`src/sbfug_pkg.sv`:
```
// Shared constants for the burst framer and its sync word generator.
// Assumes one symbol clock; SEL_W is used by both design files, the other widths by one each.
package sbfug_pkg;

  // ----------------------------------------------------------------
  // Widths
  // ----------------------------------------------------------------
  localparam int CNT_W  = 14;
  localparam int LFSR_W = 9;
  localparam int SEL_W  = 3;
  localparam int EXP_W  = 4;

  // ----------------------------------------------------------------
  // Sync word generator tables, indexed by length select
  // ----------------------------------------------------------------
  // Lengths 0, 7, 15, 31, 63, 127, 255, 511; length is 2**deg - 1
  localparam logic [9:0] SYNC_POLY [8] = '{10'h000, 10'h00B, 10'h013, 10'h025,
                                          10'h043, 10'h083, 10'h11D, 10'h211};
  localparam logic [3:0] SYNC_DEG  [8] = '{4'h0, 4'h3, 4'h4, 4'h5, 4'h6, 4'h7, 4'h8, 4'h9};
  localparam logic [SEL_W-1:0] SEL_MAND_LO = 3'h3;
  localparam logic [SEL_W-1:0] SEL_MAND_HI = 3'h5;

  // ----------------------------------------------------------------
  // Symbol kinds and modulation codes
  // ----------------------------------------------------------------
  localparam logic [2:0] KIND_NONE = 3'h0;
  localparam logic [2:0] KIND_PRE  = 3'h1;
  localparam logic [2:0] KIND_SYNC = 3'h2;
  localparam logic [2:0] KIND_HDR  = 3'h3;
  localparam logic [2:0] KIND_PAY  = 3'h4;
  localparam logic [2:0] KIND_RAMP = 3'h5;

  localparam logic [1:0] MOD_QPSK = 2'h0;
  localparam logic [1:0] MOD_Q16  = 2'h1;
  localparam logic [1:0] MOD_Q64  = 2'h2;

  typedef enum logic [2:0] {ST_IDLE, ST_MOD, ST_SKIP, ST_PRE, ST_SYNC, ST_PAY, ST_RAMP} sbfug_st_e;

  function automatic logic [CNT_W-1:0] sbfug_ulen(input logic [SEL_W-1:0] sel);
    logic [CNT_W:0] top;
    top = (CNT_W+1)'(1) << SYNC_DEG[sel];
    return CNT_W'(top - (CNT_W+1)'(1));
  endfunction

endpackage

```
`src/sbfug_framer.sv`:
```
// Burst framer: preamble, sync words, header and payload blocks, ramp-down.
// Assumes the MAC holds pay_data valid while pay_req is high and drives
// profile and map inputs synchronous to clk.
`timescale 1ns/1ps

// Behaviour
// - Ramp-down follows last block interval
// - Folded ramp optional, disabled by default
// - Multiple-access burst uses one modulation
// - Preamble length comes from burst profile
// - Placement map applies after prescribed delay
// - Payload groups QPSK, then 16, then 64
// - Modulation changes anywhere the map says
// - FEC blocks end at modulation span end
// - Users within a span interleaved together
// - Header fixed size, separately encoded
// - Sync word in every frame
// - In-phase from LFSR, period 2^n-1
// - Quadrature is small nonzero constant
// - Sync lengths 31, 63, 127 supported
// - Mandatory polynomials for 31, 63, 127
// - Optional polynomials and zero length
// - Block interval configured as power total
// - Intervals up to 1024 supported
// - Larger intervals optional extension
// - Pattern begins and ends with sync
// - Preamble is cyclic tail of word
// - Only final payload block may shorten
module sbfug_framer
  import sbfug_pkg::*;
#(
  parameter int                DW          = 16,
  parameter int                PW          = 20,
  parameter logic [EXP_W-1:0]  MAX_EXP     = 4'hA,
  parameter logic              SYNC_OPT_EN = 1'b1,
  parameter logic              FOLD_EN     = 1'b0,
  parameter logic [PW-1:0]     HDR_LEN     = 20'h00040,
  parameter logic signed [7:0] SYNC_AMP    = 8'sh40,
  parameter logic signed [7:0] SYNC_Q      = 8'sh08
)(
  input  wire logic             clk,
  input  wire logic             rstn,
  input  wire logic             start,
  input  wire logic [SEL_W-1:0] cfg_sync_sel,
  input  wire logic [EXP_W-1:0] cfg_blk_exp,
  input  wire logic [CNT_W-1:0] cfg_pre_len,
  input  wire logic [CNT_W-1:0] cfg_nblk,
  input  wire logic [CNT_W-1:0] cfg_last_len,
  input  wire logic [7:0]       cfg_ramp_len,
  input  wire logic             cfg_tdma,
  input  wire logic [1:0]       cfg_mod,
  input  wire logic             cfg_fold,
  input  wire logic             map_load,
  input  wire logic [PW-1:0]    map_pos16,
  input  wire logic [PW-1:0]    map_pos64,
  input  wire logic [3:0]       map_delay,
  input  wire logic [DW-1:0]    pay_data,
  output logic                  busy,
  output logic                  pay_req,
  output logic                  sym_valid,
  output logic [2:0]            sym_kind,
  output logic [1:0]            sym_mod,
  output logic signed [7:0]     sym_i,
  output logic signed [7:0]     sym_q,
  output logic [DW-1:0]         sym_data,
  output logic                  fec_end,
  output logic                  burst_done,
  output logic                  cfg_err,
  output logic                  map_err
);

  // ----------------------------------------------------------------
  // State and latched profile
  // ----------------------------------------------------------------
  sbfug_st_e         st_reg, st_next;
  logic [CNT_W-1:0]  cnt_reg, cnt_next, mcnt_reg, mcnt_next, blk_reg, blk_next;
  logic [SEL_W-1:0]  sel_reg;
  logic [EXP_W-1:0]  exp_reg;
  logic [CNT_W-1:0]  pre_reg, last_reg;
  logic [7:0]        ramp_reg;
  logic              tdma_reg, fold_reg;
  logic [1:0]        mod_reg;
  logic [PW-1:0]     pidx_reg, pos16_reg, pos64_reg, pend16_reg, pend64_reg;
  logic              pend_vld_reg;
  logic [3:0]        pend_cnt_reg;
  logic              gen_load, gen_step, gen_bit, emit;
  logic              busy_reg, pay_req_reg, sym_valid_reg, fec_end_reg, done_reg, cfg_err_reg, map_err_reg;
  logic [2:0]        kind_reg;
  logic [1:0]        mod_out_reg;
  logic signed [7:0] i_reg, q_reg;
  logic [DW-1:0]     data_reg;

  // ----------------------------------------------------------------
  // Decode
  // ----------------------------------------------------------------
  wire [CNT_W-1:0] cfg_u     = sbfug_ulen(cfg_sync_sel);
  wire [CNT_W-1:0] cfg_f     = CNT_W'(1) << cfg_blk_exp;
  wire             sel_ok    = SYNC_OPT_EN || (cfg_sync_sel >= SEL_MAND_LO && cfg_sync_sel <= SEL_MAND_HI);
  // Interval is the power-of-two total; payload span is what remains
  wire             exp_ok    = cfg_blk_exp != '0 && cfg_blk_exp <= MAX_EXP && cfg_f > cfg_u;
  wire             start_ok  = start && st_reg == ST_IDLE && sel_ok && exp_ok && cfg_nblk != '0
                               && (!cfg_tdma || cfg_mod <= MOD_Q64);
  wire [CNT_W-1:0] ulen      = sbfug_ulen(sel_reg);
  wire [CNT_W-1:0] nlen      = (CNT_W'(1) << exp_reg) - ulen;
  wire [CNT_W-1:0] last_eff  = (last_reg == '0 || last_reg > nlen) ? nlen : last_reg;
  wire [CNT_W-1:0] pay_len   = (blk_reg == CNT_W'(1)) ? last_eff : nlen;
  wire [CNT_W-1:0] ramp_w    = CNT_W'(ramp_reg);
  wire             fold_now  = fold_reg && blk_reg == CNT_W'(1) && cnt_reg <= ramp_w;
  wire             take      = st_reg == ST_PAY && !fold_now;
  wire             pay_last  = blk_reg == CNT_W'(1) && cnt_reg == (fold_reg ? ramp_w + CNT_W'(1) : CNT_W'(1));
  wire [PW-1:0]    pidx_nx   = pidx_reg + PW'(1);
  wire             hdr_now   = !tdma_reg && pidx_reg < HDR_LEN;
  wire             hdr_nx    = !tdma_reg && pidx_nx < HDR_LEN;
  // Ordered positions give QPSK, 16, 64 in that order at any symbol
  wire [1:0]       map_now   = pidx_reg >= pos64_reg ? MOD_Q64 : (pidx_reg >= pos16_reg ? MOD_Q16 : MOD_QPSK);
  wire [1:0]       map_nx    = pidx_nx >= pos64_reg ? MOD_Q64 : (pidx_nx >= pos16_reg ? MOD_Q16 : MOD_QPSK);
  wire [1:0]       mod_now   = tdma_reg ? mod_reg : (hdr_now ? MOD_QPSK : map_now);
  wire [1:0]       mod_nx    = tdma_reg ? mod_reg : (hdr_nx ? MOD_QPSK : map_nx);
  // Code blocks close at every span edge; users inside one span share it
  wire             fec_last  = pay_last || hdr_now != hdr_nx || mod_now != mod_nx;
  wire             word_sym  = st_reg == ST_PRE || st_reg == ST_SYNC;
  wire [2:0]       kind_w    = !emit ? KIND_NONE :
                               st_reg == ST_PRE  ? KIND_PRE  :
                               st_reg == ST_SYNC ? KIND_SYNC :
                               (st_reg == ST_RAMP || fold_now) ? KIND_RAMP :
                               hdr_now ? KIND_HDR : KIND_PAY;
  wire             map_bad   = map_load && map_pos16 > map_pos64;
  wire             fold_nx   = fold_reg && blk_next == CNT_W'(1) && cnt_next <= ramp_w;

  // ----------------------------------------------------------------
  // Sequencer
  // ----------------------------------------------------------------
  always_comb begin
    st_next   = st_reg;
    cnt_next  = cnt_reg;
    mcnt_next = mcnt_reg;
    blk_next  = blk_reg;
    gen_load  = 1'b0;
    gen_step  = 1'b0;
    emit      = 1'b0;
    unique case (st_reg)
      ST_IDLE: begin
        if (start_ok) begin
          st_next   = ST_MOD;
          mcnt_next = (cfg_u == '0) ? '0 : cfg_pre_len;
          blk_next  = cfg_nblk;
        end
      end
      ST_MOD: begin
        // Reduce preamble length modulo word length by repeated subtraction
        if (ulen != '0 && mcnt_reg >= ulen) begin
          mcnt_next = mcnt_reg - ulen;
        end else begin
          st_next   = ST_SKIP;
          mcnt_next = (mcnt_reg == '0) ? '0 : ulen - mcnt_reg;
          gen_load  = 1'b1;
        end
      end
      ST_SKIP: begin
        if (mcnt_reg != '0) begin
          gen_step  = 1'b1;
          mcnt_next = mcnt_reg - CNT_W'(1);
        end else begin
          st_next  = ST_PRE;
          cnt_next = pre_reg;
        end
      end
      ST_PRE: begin
        emit = cnt_reg != '0;
        if (cnt_reg <= CNT_W'(1)) begin
          st_next  = ST_SYNC;
          cnt_next = ulen;
          gen_load = 1'b1;
        end else begin
          cnt_next = cnt_reg - CNT_W'(1);
          gen_step = 1'b1;
        end
      end
      ST_SYNC: begin
        emit     = cnt_reg != '0;
        gen_step = 1'b1;
        if (cnt_reg <= CNT_W'(1)) begin
          if (blk_reg == '0) begin
            // Ramp after the closing word, outside the last interval
            st_next  = (fold_reg || ramp_reg == '0) ? ST_IDLE : ST_RAMP;
            cnt_next = ramp_w;
          end else begin
            st_next  = ST_PAY;
            cnt_next = pay_len;
          end
        end else begin
          cnt_next = cnt_reg - CNT_W'(1);
        end
      end
      ST_PAY: begin
        emit = 1'b1;
        if (cnt_reg == CNT_W'(1)) begin
          st_next  = ST_SYNC;
          cnt_next = ulen;
          blk_next = blk_reg - CNT_W'(1);
          gen_load = 1'b1;
        end else begin
          cnt_next = cnt_reg - CNT_W'(1);
        end
      end
      ST_RAMP: begin
        emit = 1'b1;
        if (cnt_reg <= CNT_W'(1)) begin
          st_next = ST_IDLE;
        end else begin
          cnt_next = cnt_reg - CNT_W'(1);
        end
      end
    endcase
  end

  sbfug_sync_gen u_gen (
    .clk   (clk),
    .rstn  (rstn),
    .sel   (sel_reg),
    .load  (gen_load),
    .step  (gen_step),
    .bit_o (gen_bit)
  );

  // ----------------------------------------------------------------
  // Registers
  // ----------------------------------------------------------------
  always_ff @(posedge clk) begin
    if (!rstn) begin
      st_reg   <= ST_IDLE;
      cnt_reg  <= '0;
      mcnt_reg <= '0;
      blk_reg  <= '0;
      pidx_reg <= '0;
    end else begin
      st_reg   <= st_next;
      cnt_reg  <= cnt_next;
      mcnt_reg <= mcnt_next;
      blk_reg  <= blk_next;
      pidx_reg <= start_ok ? '0 : (take ? pidx_nx : pidx_reg);
    end
  end

  // Profile held for the whole burst; inputs may change freely meanwhile
  always_ff @(posedge clk) begin
    if (!rstn) begin
      sel_reg  <= SEL_MAND_LO;
      exp_reg  <= '0;
      pre_reg  <= '0;
      last_reg <= '0;
      ramp_reg <= '0;
      tdma_reg <= 1'b0;
      mod_reg  <= MOD_QPSK;
      fold_reg <= 1'b0;
    end else if (start_ok) begin
      sel_reg  <= cfg_sync_sel;
      exp_reg  <= cfg_blk_exp;
      pre_reg  <= (cfg_u == '0) ? '0 : cfg_pre_len;
      last_reg <= cfg_last_len;
      ramp_reg <= cfg_ramp_len;
      tdma_reg <= cfg_tdma;
      mod_reg  <= cfg_mod;
      fold_reg <= cfg_fold && FOLD_EN;
    end
  end

  // Map waits a number of burst starts before it steers payload
  always_ff @(posedge clk) begin
    if (!rstn) begin
      pend_vld_reg <= 1'b0;
      pend_cnt_reg <= '0;
      pend16_reg   <= '0;
      pend64_reg   <= '0;
      pos16_reg    <= '1;
      pos64_reg    <= '1;
      map_err_reg  <= 1'b0;
    end else begin
      map_err_reg <= map_bad;
      if (map_load && !map_bad) begin
        pend_vld_reg <= 1'b1;
        pend_cnt_reg <= map_delay;
        pend16_reg   <= map_pos16;
        pend64_reg   <= map_pos64;
      end else if (start_ok && pend_vld_reg) begin
        if (pend_cnt_reg == '0) begin
          pend_vld_reg <= 1'b0;
          pos16_reg    <= pend16_reg;
          pos64_reg    <= pend64_reg;
        end else begin
          pend_cnt_reg <= pend_cnt_reg - 4'h1;
        end
      end
    end
  end

  always_ff @(posedge clk) begin
    if (!rstn) begin
      busy_reg      <= 1'b0;
      pay_req_reg   <= 1'b0;
      sym_valid_reg <= 1'b0;
      kind_reg      <= KIND_NONE;
      mod_out_reg   <= MOD_QPSK;
      i_reg         <= '0;
      q_reg         <= '0;
      data_reg      <= '0;
      fec_end_reg   <= 1'b0;
      done_reg      <= 1'b0;
      cfg_err_reg   <= 1'b0;
    end else begin
      busy_reg      <= st_next != ST_IDLE;
      pay_req_reg   <= st_next == ST_PAY && !fold_nx;
      sym_valid_reg <= emit;
      kind_reg      <= kind_w;
      mod_out_reg   <= take ? mod_now : MOD_QPSK;
      i_reg         <= (emit && word_sym) ? (gen_bit ? SYNC_AMP : -SYNC_AMP) : 8'sh00;
      q_reg         <= (emit && word_sym) ? SYNC_Q : 8'sh00;
      data_reg      <= take ? pay_data : '0;
      fec_end_reg   <= take && fec_last;
      done_reg      <= st_reg != ST_IDLE && st_next == ST_IDLE;
      cfg_err_reg   <= start && !start_ok;
    end
  end

  assign busy       = busy_reg;
  assign pay_req    = pay_req_reg;
  assign sym_valid  = sym_valid_reg;
  assign sym_kind   = kind_reg;
  assign sym_mod    = mod_out_reg;
  assign sym_i      = i_reg;
  assign sym_q      = q_reg;
  assign sym_data   = data_reg;
  assign fec_end    = fec_end_reg;
  assign burst_done = done_reg;
  assign cfg_err    = cfg_err_reg;
  assign map_err    = map_err_reg;

  logic [CNT_W-1:0] run_reg;
  logic [1:0]       last_mod_reg;
  logic [2:0]       pspan_reg;
  logic             pspan_vld_reg, last_fec_reg;
  wire              out_pay  = sym_valid && (sym_kind == KIND_PAY || sym_kind == KIND_HDR);
  wire [2:0]        out_span = {sym_kind == KIND_HDR, sym_mod};

  always_ff @(posedge clk) begin
    if (!rstn || start_ok) begin
      run_reg       <= '0;
      last_mod_reg  <= MOD_QPSK;
      pspan_reg     <= '0;
      pspan_vld_reg <= 1'b0;
      last_fec_reg  <= 1'b0;
    end else begin
      run_reg <= (sym_valid && sym_kind == KIND_SYNC) ? run_reg + CNT_W'(1) : '0;
      if (out_pay) begin
        last_mod_reg  <= sym_mod;
        pspan_reg     <= out_span;
        pspan_vld_reg <= 1'b1;
        last_fec_reg  <= fec_end;
      end
    end
  end
endmodule // sbfug_framer

```
`src/sbfug_sync_gen.sv`:
```
// Sync word in-phase bit generator: selectable maximal-length shift register.
// Assumes the caller loads it at each word start and steps once per symbol.
`timescale 1ns/1ps
module sbfug_sync_gen
  import sbfug_pkg::*;
(
  input  wire logic             clk,
  input  wire logic             rstn,
  input  wire logic [SEL_W-1:0] sel,
  input  wire logic             load,
  input  wire logic             step,
  output logic                  bit_o
);

  // ----------------------------------------------------------------
  // Feedback
  // ----------------------------------------------------------------
  logic [LFSR_W-1:0] sr_reg;
  logic [LFSR_W-1:0] sr_next;
  logic [3:0]        deg;
  logic [LFSR_W:0]   top;
  logic [LFSR_W-1:0] ones;
  logic [LFSR_W-1:0] taps;
  logic              fb;
  logic [LFSR_W-1:0] shifted;

  assign deg     = SYNC_DEG[sel];
  assign top     = (LFSR_W+1)'(1) << deg;
  assign ones    = LFSR_W'(top - (LFSR_W+1)'(1));
  assign taps    = SYNC_POLY[sel][LFSR_W-1:0] & ones;
  assign fb      = ^(sr_reg & taps);
  assign shifted = (sr_reg >> 1) | (LFSR_W'(fb) << (deg - 4'h1));
  // Load wins so a word always restarts from all ones
  assign sr_next = load ? ones : (step ? shifted : sr_reg);
  assign bit_o   = sr_reg[0];

  always_ff @(posedge clk) begin
    if (!rstn) begin
      sr_reg <= '1;
    end else begin
      sr_reg <= sr_next;
    end
  end

endmodule // sbfug_sync_gen
```
`config.mk`:
```
export PLATFORM = sky130hd
export DESIGN_NAME = sbfug_framer
export DESIGN_NICKNAME = d
export VERILOG_FILES = /design/src/sbfug_pkg.sv /design/src/sbfug_framer.sv /design/src/sbfug_sync_gen.sv
export SDC_FILE = /design/constraint.sdc
export NUM_CORES = 1
export LEC_CHECK = 0
export BUFFER_PORTS_ARGS = -buffer_cell sky130_fd_sc_hd__buf_2
export CAP_MARGIN = 5
export CELL_PAD_IN_SITES_DETAIL_PLACEMENT = 0
export CELL_PAD_IN_SITES_GLOBAL_PLACEMENT = 1
export CORE_MARGIN = 4
export CORE_UTILIZATION = 44
export CTS_CLUSTER_SIZE = 20
export DETAILED_ROUTE_END_ITERATION = 8
export GPL_TIMING_DRIVEN = 0
export HOLD_SLACK_MARGIN = 0.06
export PLACE_DENSITY_LB_ADDON = 0.25
export SLEW_MARGIN = 20
export SYNTH_ARGS = -nofsm -noshare
export SYNTH_HDL_FRONTEND = slang
export SYNTH_SLANG_ARGS = --single-unit
export TNS_END_PERCENT = 10
```
`constraint.sdc`:
```
create_clock -name clk -period 11.6 [get_ports clk]
set_clock_uncertainty 0.1 [all_clocks]
set_input_delay 2.32 -clock clk [delete_from_list [all_inputs] [get_ports clk]]
set_output_delay 2.32 -clock clk [all_outputs]
set_load 0.02 [all_outputs]
```
# Word level (Yosys, flattened, before mapping)
# Memories as Yosys holds them, arrays and structs flattened.
# Index checks and enable logic that the tools add are counted.
dict set report totals {
  mem_bits_ro 144
  reg_bits 249
  in_bits 125
  n_memories 3
}
dict set report classes {
  eq_ne 17
  shifts 6
  n_addsub 12
  n_lt_le_gt_ge 15
  reduce_logical 62
  bitwise 8
  muxes 64
}
# name words width rd rd_clocked_by_memory_dff wr line_no
set mem_list {}
lappend mem_list {{(name not given)} 8 10 1 0 0 sbfug_sync_gen.sv:30} ;# assign taps = SYNC_POLY[sel][LFSR_W-1:0] & ones;
lappend mem_list {{(name not given)} 8 4 1 0 0 sbfug_sync_gen.sv:27} ;# assign deg = SYNC_DEG[sel];
lappend mem_list {{(name not given)} 8 4 1 0 0 sbfug_pkg.sv:41} ;# top = (CNT_W+1)'(1) << SYNC_DEG[sel];
# operator n
set ops {}
lappend ops {{14-bit 2-to-1 mux} 15}
lappend ops {{20-bit greater-or-equal comparator} 4}
lappend ops {{14-bit case mux with 5 select lines} 1}
lappend ops {{14-bit by 1-bit subtractor with 14-bit output, second input constant} 5}
lappend ops {{14-bit zero test} 4}
lappend ops {{14-bit nonzero test} 4}
lappend ops {{1-bit by 4-bit << shifter with 14-bit output, first input constant} 4}
lappend ops {{14-bit case mux with 3 select lines} 1}
lappend ops {{14-bit subtractor} 3}
lappend ops {{20-bit by 7-bit < comparator with 1-bit output, second input constant} 2}
lappend ops {{9-bit 2-to-1 mux} 4}
lappend ops {{3-bit 2-to-1 mux} 11}
lappend ops {{4-bit 2-to-1 mux} 8}
lappend ops {{14-bit by 1-bit == test with 1-bit output, second input constant} 2}
lappend ops {{14-bit greater-than comparator} 2}
lappend ops {{14-bit case mux with 2 select lines} 1}
lappend ops {{3-bit case mux with 7 select lines} 1}
lappend ops {{20-bit by 1-bit adder with 20-bit output, second input constant} 1}
lappend ops {{20-bit greater-than comparator} 1}
lappend ops {{9-bit AND} 2}
lappend ops {{1-bit logical AND} 17}
lappend ops {{14-bit greater-or-equal comparator} 1}
lappend ops {{14-bit by 1-bit <= comparator with 1-bit output, second input constant} 1}
lappend ops {{2-bit 2-to-1 mux} 7}
lappend ops {{36 further kinds} 82}

# Depth between registers and ports, before layout
# Gate-level depths: netlist of run 1.
dict set report logic_depth {
  word_depth 15
  depth_mapped 30
  mapped_depth_nobuf 28
}

# Modules after synthesis
# From an unflattened synthesis of run 1, not the netlist that was laid out.
dict set report unflattened {
  hier_cells 2254
  area_unflattened_um2 17753.3
}
# mod n_inst cells_per_inst area_per_inst_um2 seq_area_each_um2
set modules_own_cells {}
lappend modules_own_cells {sbfug_framer 1 2083 16465.8 4544.4}
lappend modules_own_cells {sbfug_sync_gen 1 171 1287.5 180.2}

# Worst setup path before layout of run 1
# OpenSTA, ideal clock, no wires.
dict set report synth_timing {
  path_type {flip-flop to flip-flop}
  startpoint {register sel_reg[1]}
  endpoint {register cnt_reg[8]}
  synth_period_minus_slack_ps 6271
  path_buffers 3
  setup_slack_ps 5329
  t_arrival_ps 6054
  setup_time_ps 116
  stages_incl_launch_ff 31
  cell_sequence {dfxtp_1 -> ha_1 -> buf_2 -> nor2_1 -> nand4_1 -> ha_1 -> inv_1 -> a311oi_2 -> mux2i_1 -> o21ai_1 -> inv_1 -> ha_1 -> clkbuf_1 -> nand2_1 -> a2111oi_0 -> a2111oi_2 -> o21ai_0 -> a31oi_1 -> nor3_1 -> nor2_1 -> ha_1 -> nand2_1 -> nor3_1 -> nand3_1 -> o221a_2 -> o21ai_1 -> clkbuf_1 -> mux2i_1 -> a211oi_1 -> o21ai_1 -> o211a_1}
}
dict set report synth_between {
  elab_chain_len 14
}
# item line_no
set synth_lines {}
lappend synth_lines {{start, declared} sbfug_framer.sv:77} ;# logic [SEL_W-1:0] sel_reg;
lappend synth_lines {{start signal, assigned} sbfug_framer.sv:257} ;# sel_reg <= cfg_sync_sel;
lappend synth_lines {{3-bit NOT with 4-bit output (not written as such) *} sbfug_pkg.sv:41}
lappend synth_lines {{memory read 8 x 4 bit *} -}
lappend synth_lines {{4-bit 2-to-1 mux * (2 in series)} -}
lappend synth_lines {{1-bit by 4-bit << shifter with 14-bit output *} sbfug_pkg.sv:41}
lappend synth_lines {{14-bit by 1-bit subtractor with 14-bit output *} sbfug_pkg.sv:42} ;# return CNT_W'(top - (CNT_W+1)'(1));
lappend synth_lines {{14-bit subtractor} sbfug_framer.sv:104} ;# wire [CNT_W-1:0] nlen = (CNT_W'(1) << exp_reg) - ulen;
lappend synth_lines {{14-bit greater-than comparator} sbfug_framer.sv:105} ;# wire [CNT_W-1:0] last_eff = (last_reg == '0 || last_reg > nlen) ? nlen : last_reg;
lappend synth_lines {{1-bit logical OR} sbfug_framer.sv:105}
lappend synth_lines {{14-bit 2-to-1 mux} sbfug_framer.sv:105}
lappend synth_lines {{14-bit 2-to-1 mux} sbfug_framer.sv:106} ;# wire [CNT_W-1:0] pay_len = (blk_reg == CNT_W'(1)) ? last_eff : nlen;
lappend synth_lines {{14-bit 2-to-1 mux} sbfug_framer.sv:183} ;# if (blk_reg == '0) begin
lappend synth_lines {{14-bit 2-to-1 mux} sbfug_framer.sv:182} ;# if (cnt_reg <= CNT_W'(1)) begin
lappend synth_lines {{14-bit case mux with 5 select lines *} sbfug_framer.sv:141} ;# unique case (st_reg)
lappend synth_lines {{end signal, assigned} sbfug_framer.sv:238} ;# cnt_reg <= cnt_next;
lappend synth_lines {{end, declared} sbfug_framer.sv:76} ;# logic [CNT_W-1:0] cnt_reg, cnt_next, mcnt_reg, mcnt_next, blk_reg, blk_next;
# Every way passes the cells marked *; elsewhere a longest branch is shown, timed or not. The select of a mux whose other input is x is not followed.
# A chain may end at the register's enable or synchronous reset.

# Worst setup path in the final report of run 1
dict set report layout_timing {
  startpoint {register sel_reg[1]}
  endpoint {register cnt_reg[0]}
}
# Same word-level chain as after synthesis.

==> out/qor.yml, run 1 <==
yosys.cell_types.count: 88
clk_path_buf_depth: 3
fin_cells: 2929
max-slew-margin-rel_pct: 26.9
critPathMaxFanout: 10
hp-class: "flip-flop to flip-flop"
coreArea_um2: 38600
max_stage_delay_ns: 0.62
gp_congestion: 0.989
totalPowerFinal_mw: 3.63
cp-end-kind: "flip-flop"
drive_above_1_share_pct: 10.7
drc: 0
grt_pass1_vias: 16100
slowest_stage: "a2111oi_0"
cp.required_ns: 11.92
drt-initial-drc-count: 1470
drt_pass1_iterations: 6
wl_per_cell_um: 20.1
cts.sinks: 236
die_area_um2: 42300
path_common_cell: "ha_1"
netlist.area_leader.share_pct: 27.5
area_delta_synth_final_pct: 14.0
clkLatencyLatePin_ns: 0.56
yosysSeqAreaShare_pct: 27.5
cts_setup_buffers: 0
vias_per_cell: 5.83
yosysTopAreaCell: "dfxtp_1"
htree_levels: 1
start_util_pct: 44.5
ys_top_cells_by_area: "dfxtp_1, ha_1, nor2_1"
setup_tns_ns: 0
setup_viol: 0
ant_nets: 0
clk_pin_slew_worst_paths_ns: 0.07
synth_seq_cells: 236
drv_cap: 0
die_w_um: 206
grt_pass1_wl_um: 89900
vias: 17100
arrival_ns: 9.11
async_reset_ff_share_pct: 0
syn_area_per_cell_um2: 7.83
drt-total-wl_um: 58900
layout_common_cells: "nor2_1, dfxtp_1, ha_1"
fin_crit_ns: 8.79
io_buffers: 150
finalHoldViolCount: 0
path_buf_inv: 5
root_buffer: "clkbuf_16"
syn-cell-area_um2: 17200
rsz0062_at_grt: "false"
cts-buffers-inserted: 28
grt-ovfl-total: 0
grt_start_max_net_pins: 14
p_leak_nw: 9.45
dpl.cell_count: 2877
drv_slew: 0
rows: 72
grt_usage_pct: 26.8
synthCells: 2197
final_common_cell: "nor2_1"
crit_type: "flip-flop to flip-flop"
nets: 2697
vdd_drop_max_v: 0.000111
path_delay_family: "compound AO/OA/AOI/OAI gates"
yosys_warnings: 0
antenna_found_initial: 1
synthFlopType: "dfxtp_1"
hold_buffers: 0
run_status: "finished clean"
synth-edff-count: 0
min_period_over_period_pct: 75.8
cts_tree: "built"
cts-resized-gates: 0
hpwl_um: 46300
tightest_slew_ns: 1.10
p_per_area_nw_per_um2: 185
diodes: 0
pin_count: 169
fp.dieH_um: 206
startpoint_type: "flip-flop"
fmax_mhz: 114
[layout make-up]
class                   count  area (um2)
flip-flops and latches    236        4720
clock buffers              41         831
multi-input cells        1699       11400
repair buffers            150         751
clock inverters            11         141
fillers                  3838       19000
inverters                 139         522
plain buffers             135         582
well taps                 518         648
[worst reg2reg max path, delay by kind of cell (launching register included)]
kind	cells	cell delay, ns
AOI/OAI and AO/OA	10	3.16
and+or+nand+nor	9	1.93
adders and majority gates	4	1.48
buffers and inverters	5	1.31
DFF	1	0.54
muxes	1	0.15
[kinds of logic (layout without fill, tap and decap cells)]
logic type	after synthesis	in the layout	synth area share, %
mux	97	97	5.67
fa+ha+maj	185	185	13.6
compound gates	562	562	21.1
buf+inv	274	476	6.41
other cells	1	13	0.0218
flops	236	236	27.5
simple gates	744	744	20.7
xor+xnor	98	98	5.12
[where the power goes]
part	leakage (nW)	switching, mW	internal [mW]
Clock	0.482	0.363	0.563
Sequential	1.92	0.0606	0.876
Combinational	7.05	1.16	0.605
[cell usage after synthesis (42+ instances only)]
library cell    n
nor2_1        254
a21o_1         42
dfxtp_1       236
a21oi_1       162
xnor2_1        66
nand3_1        52
nand2_1       171
nor3_1         56
mux2i_1        93
o21ai_0       104
ha_1          180
inv_1         136
clkbuf_1       94
[final timing paths]
kind	cells past startpoint	start	to	slack, ns
worst min-delay path	2	pre_reg[9]	pre_reg[9]	0.36
worst max register to register	29	sel_reg[1]	cnt_reg[0]	2.81
worst min register to register	2	pre_reg[9]	pre_reg[9]	0.36
worst max-delay path	29	sel_reg[1]	cnt_reg[0]	2.81
[routing by layer]
layer  vias up  GRT usage [%]  share of wire (%)  wire, um
li1       8220              -                  -         -
met5         -              0              0.014         8
met3       120           5.31                8.6      5090
met2       682           40.1                 41     24400
met1      8051           38.9                 47     27500
met4         2           8.15                3.2      1900
[stage by stage]
stage / setup WS [ns] / cell area, um2 / hold WS (ns) / util [%]
floorplan: 5.33 / 17300 / 0.313 / -
global placement: 3.00 / 18700 / 0.342 / 48.3
detailed placement: 2.97 / 18700 / 0.344 / 48.3
CTS: 2.94 / 19600 / 0.352 / 50.8
global route: 2.23 / 19600 / 0.372 / 50.8
finish: 2.81 / 19600 / 0.360 / 50.8
Note: power is estimated with default switching activity, not from simulation.
==> inputs of run 2 (changes only) <==
--- a/config.mk
+++ b/config.mk
@@ -5,6 +5,7 @@
 export SDC_FILE = /design/constraint.sdc
 export NUM_CORES = 1
 export LEC_CHECK = 0
+export ABC_AREA = 1
 export BUFFER_PORTS_ARGS = -buffer_cell sky130_fd_sc_hd__buf_2
 export CAP_MARGIN = 5
 export CELL_PAD_IN_SITES_DETAIL_PLACEMENT = 0
==> constraint.sdc (replaced) <==
create_clock -name clk -period 9.2 [get_ports clk]
set_clock_uncertainty 0.1 [all_clocks]
set_input_delay 1.84 -clock clk [delete_from_list [all_inputs] [get_ports clk]]
set_output_delay 1.84 -clock clk [all_outputs]
set_load 0.02 [all_outputs]
==> run 2 against run 1 <==
Against the previous run: critical path depth decreased by 1; largest cell class unchanged; combinational power decreased by 28%; largest power group unchanged; hold slack improved by 0.013 ns; via count grew 3.1%; sequential share of layout area shrank 0.36 points.
==> out/qor.yml, run 2 <==
yosysSeqAreaShare_pct: 27.1  # -0.39 points
hp-class: "flip-flop to flip-flop"
cp.required_ns: 9.55  # -2.37 ns
drc: 0  # unchanged
p_per_area_nw_per_um2: 181  # -1.9%
crit_type: "primary input to flip-flop"
clkLatencyLatePin_ns: 0.57  # about the same
clkPwrFrac_pct: 33.3  # +7.8 points
async_reset_ff_share_pct: 0  # unchanged
synth_common_cells: "nand2_1, inv_1, nor2_1"
synth_fa_ha_area_share_pct: 13.2  # -0.31 points
switching_power_mw: 1.38  # -13%
dpl.cell_count: 3245  # +13%
grt_start_max_net_pins: 15  # +1
seqPwrFrac_pct: 31.7  # +5.9 points
drv_cap: 0  # unchanged
hpwl_um: 48500  # +4.8%
drive_above_1_share_pct: 10.7  # +0.030 points
cp.depth: 28  # -3.4%
start_util_pct: 44.9  # +0.32 points
synth_top_family_by_area: "simple AND/OR/NAND/NOR gates"
synth-compound-area-share_pct: 18.5  # -2.6 points
cts_setup_buffers: 0  # unchanged
syn-cell-area_um2: 17500  # +1.4%
area_delta_synth_final_pct: 14.1  # about the same
drt-initial-drc-count: 1336  # -9.1%
setup_viol: 0  # unchanged
io_buffers: 154  # +2.7%
gp_congestion: 0.965  # -2.4%
muxShareOfSynthArea_pct: 0  # -5.7 points
vdd_drop_max_v: 0.000115  # +3.1%
rr_endpoint: "cnt_reg[0]"
synth_xor_area_share_pct: 4.21  # -0.90 points
p_comb_share_pct: 35.0  # -14 points
p_sw_share_pct: 38.3  # -5.4 points
netlist.area_leader.share_pct: 27.1  # -0.39 points
layout_common_cells: "nand2_1, inv_1, nor2_1"
vias: 17600  # +3.1%
setup_tns_ns: 0  # unchanged
root_buffer: "clkbuf_16"
final_common_cell: "nand2_1"
rr_worst_depth: 33  # +14%
syn_area_per_cell_um2: 6.82  # -13%
ys_top_cells_by_area: "dfxtp_1, ha_1, nand2_1"
cts_tree: "built"
cts-resized-gates: 0  # unchanged
fin_util_pct: 51.2  # +0.42 points
startpoint: "cfg_sync_sel[1]"
fmax_mhz: 153
grt_pass1_wl_um: 92100  # +2.5%
coreArea_um2: 38900  # +0.70%
wl_per_cell_um: 18.0  # -10%
clk_pin_slew_worst_paths_ns: 0.06  # about the same
yosysTopAreaCell: "dfxtp_1"
clk_path_buf_depth: 3  # unchanged
synthSimpleGateAreaFrac_pct: 26.0  # +5.3 points
crit_path_end: "mcnt_reg[11]"
vias_per_cell: 5.34  # -8.4%
grt_usage_pct: 26.3  # -0.53 points
cp-end-kind: "flip-flop"
drv_slew: 0  # unchanged
synth-edff-count: 0  # unchanged
path_delay_family: "simple AND/OR/NAND/NOR gates"
cts-buffers-inserted: 27  # -3.6%
dp_slack_ns: 2.16  # -0.803 ns
yosys.cell_types.count: 63  # -28%
htree_levels: 1  # unchanged
grt_pass1_vias: 16900  # +5.2%
p_leak_nw: 10.3  # +8.6%
yosys_warnings: 0  # unchanged
synthCells: 2561  # +17%
tightest_slew_ns: 1.23  # +0.137 ns
drt-total-wl_um: 59500  # +0.96%
drt_pass1_iterations: 6  # unchanged
finalHoldViolCount: 0  # unchanged
reg2reg_from: "sel_reg[1]"
fp.dieH_um: 207  # +0.69%
die_area_um2: 42900  # +1.4%
grt-ovfl-total: 0  # unchanged
p_int_mw: 2.23  # +9.2%
die_w_um: 207  # +0.69%
synthFlopType: "dfxtp_1"
slowest_stage: "a311oi_1"
path_buf_inv: 8  # +3
fin_ws_ns: 2.64  # -0.165 ns
ant_nets: 0  # unchanged
post-synth-top-count-cell: "nand2_1"
rrSetupSlack_ns: 2.79  # -0.02 ns
critPathMaxFanout: 10  # unchanged
cts.sinks: 236  # unchanged
synth_seq_cells: 236  # unchanged
hold_buffers: 0  # unchanged
arrival_ns: 6.90  # -2.21 ns
rows: 72  # unchanged
nets: 3064  # +14%
fin_cells: 3296  # +13%
fin_crit_ns: 6.56
rsz0062_at_grt: "false"
antenna_found_initial: 0  # -1
run_status: "finished clean"
startpoint_type: "primary input"
max-slew-margin-rel_pct: 17.0  # -9.9 points
min_period_over_period_pct: 71.3
pin_count: 169  # unchanged
max_stage_delay_ns: 0.38  # -0.24 ns
==> run 2: how the worst min path moves through the flow <==
| stage | cells past startpoint | slack, ns | startpoint | endpoint |
|---|---|---|---|---|
| after floorplan | 2 | 0.32 | mod_reg[1] | mod_reg[1] |
| after global placement | 2 | 0.34 | u_gen.sr_reg[8] | u_gen.sr_reg[8] |
| after detailed placement | 2 | 0.36 | mod_reg[0] | mod_reg[0] |
| after CTS | 2 | 0.37 | mod_reg[0] | mod_reg[0] |
| after global routing | 2 | 0.40 | u_gen.sr_reg[4] | u_gen.sr_reg[4] |
| final | 2 | 0.37 | mod_reg[0] | mod_reg[0] |
==> run 2: power groups by stage <==
| stage | logic (mW) | registers, mW | clock network, mW |
|---|---|---|---|
| detailed placement | 1.24 | 1.16 | 0 |
| finish | 1.27 | 1.14 | 1.20 |
| CTS | 1.25 | 1.14 | 1.22 |
| global placement | 1.24 | 1.16 | 0 |
| floorplan | 0.894 | 1.15 | 0 |
| global route | 1.41 | 1.15 | 1.26 |
==> run 2: layout make-up <==
cell class / instances / area [um2]
fill: 4044 / 19000
inverter: 404 / 1520
sequential: 236 / 4720
antenna: 1 / 2.50
multi-input combinational: 1846 / 10900
timing repair buffer: 154 / 771
clock buffer: 36 / 779
buffer: 87 / 407
tap: 518 / 648
clock inverter: 14 / 218
==> run 2: tightest hold or removal path, delay by kind of cell, from the launching register on <==
family | cells | cell delay, ns
DFF | 1 | 0.34
AOI/OAI and AO/OA | 1 | 0.05
and+or+nand+nor | 1 | 0.05
==> run 2: metrics by stage <==
step,power (mW),hold WS (ns),area [um2]
6_report,3.61,0.373,19900
5_1_grt,3.82,0.402,19900
4_1_cts,3.61,0.375,19900
3_5_place_dp,2.41,0.362,18900
3_3_place_gp,2.40,0.344,18900
2_1_floorplan,2.04,0.323,17500
==> run 2: kinds of logic after synthesis <==
logic type      after synthesis
simple gates               1011
compound gates              558
buf+inv                     491
flops                       236
fa+ha+maj                   183
xor+xnor                     81
other cells                   1
==> run 2: layer usage <==
metal / GRT usage, % / routed length [um]
met1: 33.3 / 25200
met2: 46.6 / 28600
met3: 3.04 / 3550
met4: 8.55 / 2180
met5: 0 / 0
